[src/pkg/sss_pkg.sv]
// shared constants and carrier types for the select/write/sleep sram control
package sss_pkg;
	// ----------------------------------------
	// geometry
	// ----------------------------------------
	localparam int ADDR_W = 6;
	localparam int LANES = 4;
	localparam int LANE_W = 8;
	localparam int DATA_W = LANES * LANE_W;
	// ----------------------------------------
	// reset values
	// ----------------------------------------
	localparam logic RST_DRIVE = 1'b0;
	localparam logic RST_SLEEP = 1'b0;
	localparam logic [31:0] RST_DATA = 32'h0000_0000;

	// bus-side control pins, synchronised inside the controller by two stages
	typedef struct packed {
		logic pipelined_chip_select_n;
		logic expansion_select_high;
		logic expansion_select_low_n;
		logic processor_address_strobe_n;
		logic controller_address_strobe_n;
		logic global_write_n;
		logic byte_write_gate_n;
		logic [3:0] byte_lane_write_n;
	} sss_ctrl_t;

	// cycle kinds
	typedef enum logic [1:0] {
		SSS_IDLE,
		SSS_READ,
		SSS_WRITE,
		SSS_SLEEP
	} sss_state_t;
endpackage

[src/sss_sram_ctrl.sv]
// select, write and sleep control of a small synchronous sram
`timescale 1ns/1ps
`default_nettype none
// Notes on behaviour
// - selected only for low, high, low selects
// - global write, or byte write gate with all lanes, writes full word
// - bus stays released after write until strobe read
// - data lines released on leaving sleep
module sss_sram_ctrl #(
	parameter int ADDR_W = sss_pkg::ADDR_W
) (
	input wire logic ref_clk,
	input wire logic rst,
	input wire sss_pkg::sss_ctrl_t ctrl_pins,
	input wire logic sleep_request,
	input wire logic [ADDR_W-1:0] addr_pins,
	input wire logic [31:0] dq_in,
	output logic [31:0] dq_out,
	output logic dq_oe,
	output logic sleeping
);
	// ----------------------------------------
	// pin synchronisers
	// ----------------------------------------
	sss_pkg::sss_ctrl_t ctrl_m_ff, ctrl_ff; // two stages
	logic sleep_m_ff, sleep_s_ff; // sleep request sync
	logic [ADDR_W-1:0] addr_m_ff, addr_ff; // address sync
	logic [31:0] din_m_ff, din_ff; // write data sync

	// first stage feeds only the second
	always_ff @(posedge ref_clk or posedge rst) begin
		if (rst) begin
			ctrl_m_ff <= '1;
			ctrl_ff <= '1;
			sleep_m_ff <= sss_pkg::RST_SLEEP;
			sleep_s_ff <= sss_pkg::RST_SLEEP;
			addr_m_ff <= '0;
			addr_ff <= '0;
			din_m_ff <= sss_pkg::RST_DATA;
			din_ff <= sss_pkg::RST_DATA;
		end else begin
			ctrl_m_ff <= ctrl_pins;
			ctrl_ff <= ctrl_m_ff;
			sleep_m_ff <= sleep_request;
			sleep_s_ff <= sleep_m_ff;
			addr_m_ff <= addr_pins;
			addr_ff <= addr_m_ff;
			din_m_ff <= dq_in;
			din_ff <= din_m_ff;
		end
	end

	// ----------------------------------------
	// decode
	// ----------------------------------------
	// three-way select match
	wire selected = !ctrl_ff.pipelined_chip_select_n
		&& ctrl_ff.expansion_select_high
		&& !ctrl_ff.expansion_select_low_n;
	wire strobe = !ctrl_ff.processor_address_strobe_n
		|| !ctrl_ff.controller_address_strobe_n;
	wire [3:0] lane_we; // per-lane write enables
	wire any_we = |lane_we;
	// a processor strobe always reads; writes come via controller strobe
	wire wr_start = selected && !ctrl_ff.controller_address_strobe_n
		&& ctrl_ff.processor_address_strobe_n && any_we;
	wire rd_start = selected && strobe && !wr_start;

	sss_lane_enable u_lane (
		.global_write_n(ctrl_ff.global_write_n),
		.byte_write_gate_n(ctrl_ff.byte_write_gate_n),
		.byte_lane_write_n(ctrl_ff.byte_lane_write_n),
		.lane_we(lane_we)
	);

	// ----------------------------------------
	// storage and state
	// ----------------------------------------
	logic [31:0] mem_ff [2**ADDR_W]; // flip-flop array
	sss_pkg::sss_state_t state_ff, nxt_state; // cycle kind
	logic dq_oe_ff, nxt_dq_oe; // bus drive
	logic [31:0] dq_out_ff; // read data
	logic sleeping_ff; // sleep indication

	// next state: sleep beats everything
	always_comb begin
		nxt_state = state_ff;
		case (state_ff)
			sss_pkg::SSS_SLEEP: begin
				// wake returns to idle, bus released
				if (!sleep_s_ff) nxt_state = sss_pkg::SSS_IDLE;
			end
			default: begin
				if (sleep_s_ff) nxt_state = sss_pkg::SSS_SLEEP;
				else if (wr_start) nxt_state = sss_pkg::SSS_WRITE;
				else if (rd_start) nxt_state = sss_pkg::SSS_READ;
				else if (strobe && !selected) nxt_state = sss_pkg::SSS_IDLE;
			end
		endcase
	end

	// bus drive only in read state
	assign nxt_dq_oe = (nxt_state == sss_pkg::SSS_READ);

	// state and bus drive registers
	always_ff @(posedge ref_clk or posedge rst) begin
		if (rst) begin
			state_ff <= sss_pkg::SSS_IDLE;
			dq_oe_ff <= sss_pkg::RST_DRIVE;
			sleeping_ff <= sss_pkg::RST_SLEEP;
		end else begin
			state_ff <= nxt_state;
			// released after write until a strobed read
			dq_oe_ff <= nxt_dq_oe;
			sleeping_ff <= (nxt_state == sss_pkg::SSS_SLEEP);
		end
	end

	// write lanes; no reset on the array to keep it small
	always_ff @(posedge ref_clk) begin
		for (int i = 0; i < 4; i++) begin
			if (wr_start && lane_we[i] && state_ff != sss_pkg::SSS_SLEEP)
				mem_ff[addr_ff][i*8 +: 8] <= din_ff[i*8 +: 8];
		end
	end

	// read data register
	always_ff @(posedge ref_clk or posedge rst) begin
		if (rst) dq_out_ff <= sss_pkg::RST_DATA;
		else if (rd_start) dq_out_ff <= mem_ff[addr_ff];
	end

	assign dq_out = dq_out_ff;
	assign dq_oe = dq_oe_ff;
	assign sleeping = sleeping_ff;

	// ----------------------------------------
	// assertions
	// ----------------------------------------
	property p_sel_read;
		@(posedge ref_clk) disable iff (rst)
		(rd_start && !sleep_s_ff && state_ff != sss_pkg::SSS_SLEEP)
		|=> dq_oe;
	endproperty
	a_sel_read: assert property (p_sel_read)
		else $error("strobed selected read did not drive bus");

	property p_desel_quiet;
		@(posedge ref_clk) disable iff (rst)
		(ctrl_ff.pipelined_chip_select_n || !ctrl_ff.expansion_select_high
		|| ctrl_ff.expansion_select_low_n) |-> !wr_start && !rd_start;
	endproperty
	a_desel_quiet: assert property (p_desel_quiet)
		else $error("deselected pins started an access");

	property p_full_write;
		@(posedge ref_clk) disable iff (rst)
		(!ctrl_ff.global_write_n || (!ctrl_ff.byte_write_gate_n
		&& ctrl_ff.byte_lane_write_n == 4'h0)) |-> lane_we == 4'hf;
	endproperty
	a_full_write: assert property (p_full_write)
		else $error("full width write not decoded");

	property p_wr_release;
		@(posedge ref_clk) disable iff (rst)
		(state_ff == sss_pkg::SSS_WRITE) ##0 (!rd_start) |=> !dq_oe;
	endproperty
	a_wr_release: assert property (p_wr_release)
		else $error("bus driven after write without read");

	property p_wake_hiz;
		@(posedge ref_clk) disable iff (rst)
		$fell(sleeping) |-> !dq_oe ##1 !dq_oe;
	endproperty
	a_wake_hiz: assert property (p_wake_hiz)
		else $error("data lines driven on leaving sleep");

	property p_gated_lanes;
		@(posedge ref_clk) disable iff (rst)
		(ctrl_ff.global_write_n && !ctrl_ff.byte_write_gate_n)
		|-> lane_we == ~ctrl_ff.byte_lane_write_n;
	endproperty
	a_gated_lanes: assert property (p_gated_lanes)
		else $error("gated write lanes wrong");

	property p_sleep_hiz;
		@(posedge ref_clk) disable iff (rst)
		sleeping |-> !dq_oe;
	endproperty
	a_sleep_hiz: assert property (p_sleep_hiz)
		else $error("bus driven while asleep");

	property p_no_gate_no_write;
		@(posedge ref_clk) disable iff (rst)
		(ctrl_ff.global_write_n && ctrl_ff.byte_write_gate_n)
		|-> lane_we == 4'h0;
	endproperty
	a_no_gate_no_write: assert property (p_no_gate_no_write)
		else $error("write without any write enable");

	c_read: cover property (@(posedge ref_clk) disable iff (rst)
		rd_start ##1 dq_oe);
	c_write_then_read: cover property (@(posedge ref_clk)
		disable iff (rst) wr_start ##[1:4] rd_start);
	c_sleep_wake: cover property (@(posedge ref_clk) disable iff (rst)
		sleeping ##1 !sleeping);
endmodule
`default_nettype wire

[src/sss_lane_enable.sv]
// byte-lane write enable decoder
`timescale 1ns/1ps
`default_nettype none
module sss_lane_enable (
	input wire logic global_write_n,
	input wire logic byte_write_gate_n,
	input wire logic [3:0] byte_lane_write_n,
	output wire logic [3:0] lane_we
);
	genvar g;
	// ----------------------------------------
	// per-lane decode
	// ----------------------------------------
	generate
		for (g = 0; g < 4; g++) begin : g_lane
			assign lane_we[g] = !global_write_n
				|| (!byte_write_gate_n && !byte_lane_write_n[g]);
		end
	endgenerate
endmodule
`default_nettype wire

[config.mk]
export PLATFORM = sky130hd
export DESIGN_NAME = sss_sram_ctrl
export DESIGN_NICKNAME = d
export VERILOG_FILES = /design/src/pkg/sss_pkg.sv /design/src/sss_sram_ctrl.sv /design/src/sss_lane_enable.sv
export SDC_FILE = /design/constraint.sdc
export NUM_CORES = 2
export LEC_CHECK = 0
export BUFFER_PORTS_ARGS = -buffer_cell sky130_fd_sc_hd__buf_2
export CAP_MARGIN = 25
export CORE_MARGIN = 2
export CORE_UTILIZATION = 30
export DETAILED_ROUTE_END_ITERATION = 7
export GPL_TIMING_DRIVEN = 1
export PLACE_DENSITY = 0.45
export SLEW_MARGIN = 30
export SYNTH_ARGS = -nofsm -noshare
export SYNTH_HDL_FRONTEND = slang
export SYNTH_SLANG_ARGS = --single-unit
[constraint.sdc]
create_clock -name ref_clk -period 10.5 [get_ports ref_clk]
set_input_delay 2.1 -clock ref_clk [delete_from_list [all_inputs] [get_ports ref_clk]]
set_output_delay 2.1 -clock ref_clk [all_outputs]
set_load 0.02 [all_outputs]
==> out/qor.yml <==
detailed_routing:
  ant_nets: 0
  drc: 0
  drt-total-wl_um: 303000
  num_vias: 46806
  wl_per_cell_um: 35.2
  drt_pass1_iterations: 6
  drt_iter0_markers: 6037
  routed_via_density: 5.44
critical_path:
  required_ns: 11.24
  reg2reg_depth: 9
  reg2reg_from: "addr_ff[2]"
  worstPathArrival_ns: 5.70
  endpoint_kind: "register"
  critical_path_class: "reg -> reg"
  rr_endpoint: "dq_out[5]"
  worstPathMaxFanout: 48
  cp-start-kind: "register"
  startpoint: "addr_ff[2]"
  r2r_slack_ns: 5.54
timing:
  worst_hold_slack_ns: 0.341
  fin_crit_sh: 0.472
  fin_crit_ns: 4.96
  fmax_ghz: 0.202
  setup_violations: 0
  final-max-slew-violation-count: 0
  skew_ns: 0.0360
  hold_viol_final: 0
  worst_pin_slew_ns: 1.11
  slew-limit-headroom: 0.257
  rsz0062_at_grt: "no"
  fin_setup_tns_ns: 0
grt:
  grtUsageMet3: 0.0450
  grt_pass1_wl_um: 409000
  gr-total-overflow: 0
  grt_pass1_vias: 45834
  grt_usage: 0.209
  grt_util_met1: 0.295
  grt_max_degree: 106
  gr-max-usage-layer: "met2"
  antenna_found_initial: 28
  grt_use_met2: 0.322
logic_synthesis:
  ys_seq_area_frac: 0.777
  post-synth-top-count-cell: "edfxtp_1"
  synthXorXnorAreaFrac: 0
  synthAdderAreaFrac: 0
  yosys-top-cells-area: "edfxtp_1 74%, mux4_2 5.3%, dfrtp_1 3.4%"
  synth_top_area_cell: "edfxtp_1"
  synth_flop_cell: "edfxtp_1"
  yosys-top-cells-count: "2048 x edfxtp_1, 354 x nor2_1, 195 x mux4_2"
  synth_edf_count: 2048
  mappedNetlistNets: 4577
  synthArstFlopShare: 0.0623
  post_synth_instance_area_um2: 83500
  synth_compound_area_frac: 0.0761
  synth_mux_area_frac: 0.0927
  syn_avg_cell_area_um2: 18.5
  ys_warn_count: 0
  yosysUniqueCellTypes: 75
  synth_simple_gate_area_frac: 0.0332
  synth_top_family_by_area: "multiplexers"
  yosys.area.top_type_share: 0.736
  syn_inst: 4525
  yosys_register_bits: 2184
power_and_ir_drop:
  p_leak_nw: 29.9
  power_density_nw_per_um2: 197
  ir_drop_uv: 179
floorplan:
  num_rows: 193
  die_w_um: 532
  fp.dieArea_um2: 283000
  pin_count: 86
  core_area_um2: 277000
  fp.dieH_um: 532
  initial_core_util: 0.302
clock_network:
  cts_tree: "built"
  htree_levels: 4
  post_cts_resized: 0
  clk_pin_slew_worst_paths_ns: 0.06
  clk_latency_ns: 0.91
  cts.sinks: 2184
  cts-root-buf: "clkbuf_16"
  hold_buffers: 0
  cts_buffer_depth: 3
  post_cts_buffers: 0
  cts_made_buffers: 234
min_path:
  hold_class: "reg -> reg"
  hold_path_startpoint: "din_m_ff[18]"
  holdPathEnd: "din_ff[18]"
  min_path_cells: 0
layout:
  fill_cells: 26269
  drive_gt1_frac: 0.231
  area_delta_synth_final_pct: 15.2
  final_area_um2: 96200
  nets: 4729
run_status:
  status: "completed"
placed_design:
  place_area_um2: 88500
  dp_hpwl_um: 179000
  routabilityCongestion: 0.823
  io_buffers: 85
flow_run:
  drv_cap: 0
-- worst max-delay path by stage --
stage | end | slack, ns | cells after the start
finish | dq_out[5] | 5.54 | 9
floorplan | addr_ff[0] | 4.80 | 1
detailed placement | dq_out[5] | 5.58 | 9
global placement | dq_out[0] | 5.33 | 8
global route | dq_out[5] | 5.36 | 9
CTS | dq_out[5] | 5.54 | 9
-- area by class of cell --
type	count	area [µm²]	share of cell area
Antenna cell	14	35.0	0.000364
Clock buffer	312	6400	0.0665
Clock inverter	133	1190	0.0123
Inverter	5	35.0	0.000364
Multi-Input combinational cell	2027	17400	0.181
Sequential cell	2184	65000	0.675
Tap cell	3705	4640	0.0482
Timing Repair Buffer	225	1570	0.0163
-- cell usage in the layout, fill, tap and decap left out, drive strengths merged, types with 15 or more instances in the layout --
master / Yosys / routed
a31oi: 22 / 22
dfstp: 22 / 22
mux4: 195 / 195
o22ai: 84 / 84
dfrtp: 114 / 114
nor2: 355 / 355
a22oi: 165 / 165
o2bb2ai: 15 / 15
a211oi: 16 / 16
edfxtp: 2048 / 2048
clkinv: 0 / 105
o21ai: 104 / 104
buf: 199 / 225
a221o: 32 / 32
bufinv: 0 / 17
a21oi: 106 / 106
clkbuf: 110 / 312
nand2: 177 / 177
a22o: 42 / 42
mux2: 134 / 134
a221oi: 176 / 176
mux2i: 184 / 184
nand3: 21 / 21
-- state kept, by name, summed over array words and instances (netlist names) --
name        cells
addr_ff         6
addr_m_ff       6
ctrl_ff        11
ctrl_m_ff      11
din_ff         32
din_m_ff       32
dq_oe           1
dq_out         32
mem_ff       2048
sleep_m_ff      1
sleep_s_ff      1
sleeping        1
state_ff        2
-- kinds of logic (layout without fill, tap and decap cells) --
family,Yosys count,in the layout
buffers and inverters,314,675
DFF,2184,2184
muxes,513,513
other,0,14
AOI/OAI and AO/OA,866,866
and+or+nand+nor,648,648
-- power by group --
group / switching [mW] / internal, mW / leakage, nW / total, mW
clock: 3.54 / 4.69 / 3.71 / 8.23
sequential: 0.0839 / 9.57 / 19.9 / 9.66
combinational: 0.752 / 0.282 / 6.23 / 1.03
-- through the flow --
| stage | std cells | utilization | power, mW | setup WS, ns |
|---|---|---|---|---|
| 6_report | 8605 | 0.348 | 18.9 | 5.54 |
| 5_1_grt | 8594 | 0.348 | 19.4 | 5.36 |
| 4_1_cts | 8591 | 0.347 | 19.0 | 5.54 |
| 3_5_place_dp | 8146 | 0.320 | 10.9 | 5.58 |
| 3_3_place_gp | 8141 | 0.319 | 10.9 | 5.33 |
| 2_1_floorplan | 4525 | - | 10.3 | 4.80 |
-- worst max-delay path, stage by stage (launching register included) --
cell and delay (ns):
dfrtp_4 0.96, buf_4 0.82, buf_4 0.75, buf_4 0.69, mux2_2 0.40, a221oi_1 0.26
o221ai_1 0.17, a22o_1 0.28, a221oi_1 0.23, a31oi_1 0.13
-- per-layer routing --
metal  wire, µm  up-vias
met5        109        -
met4       9790       18
met3      23700      432
met2     138000     2067
met1     132000    25448
li1           -    18841
(Power assumes the default switching activity.)
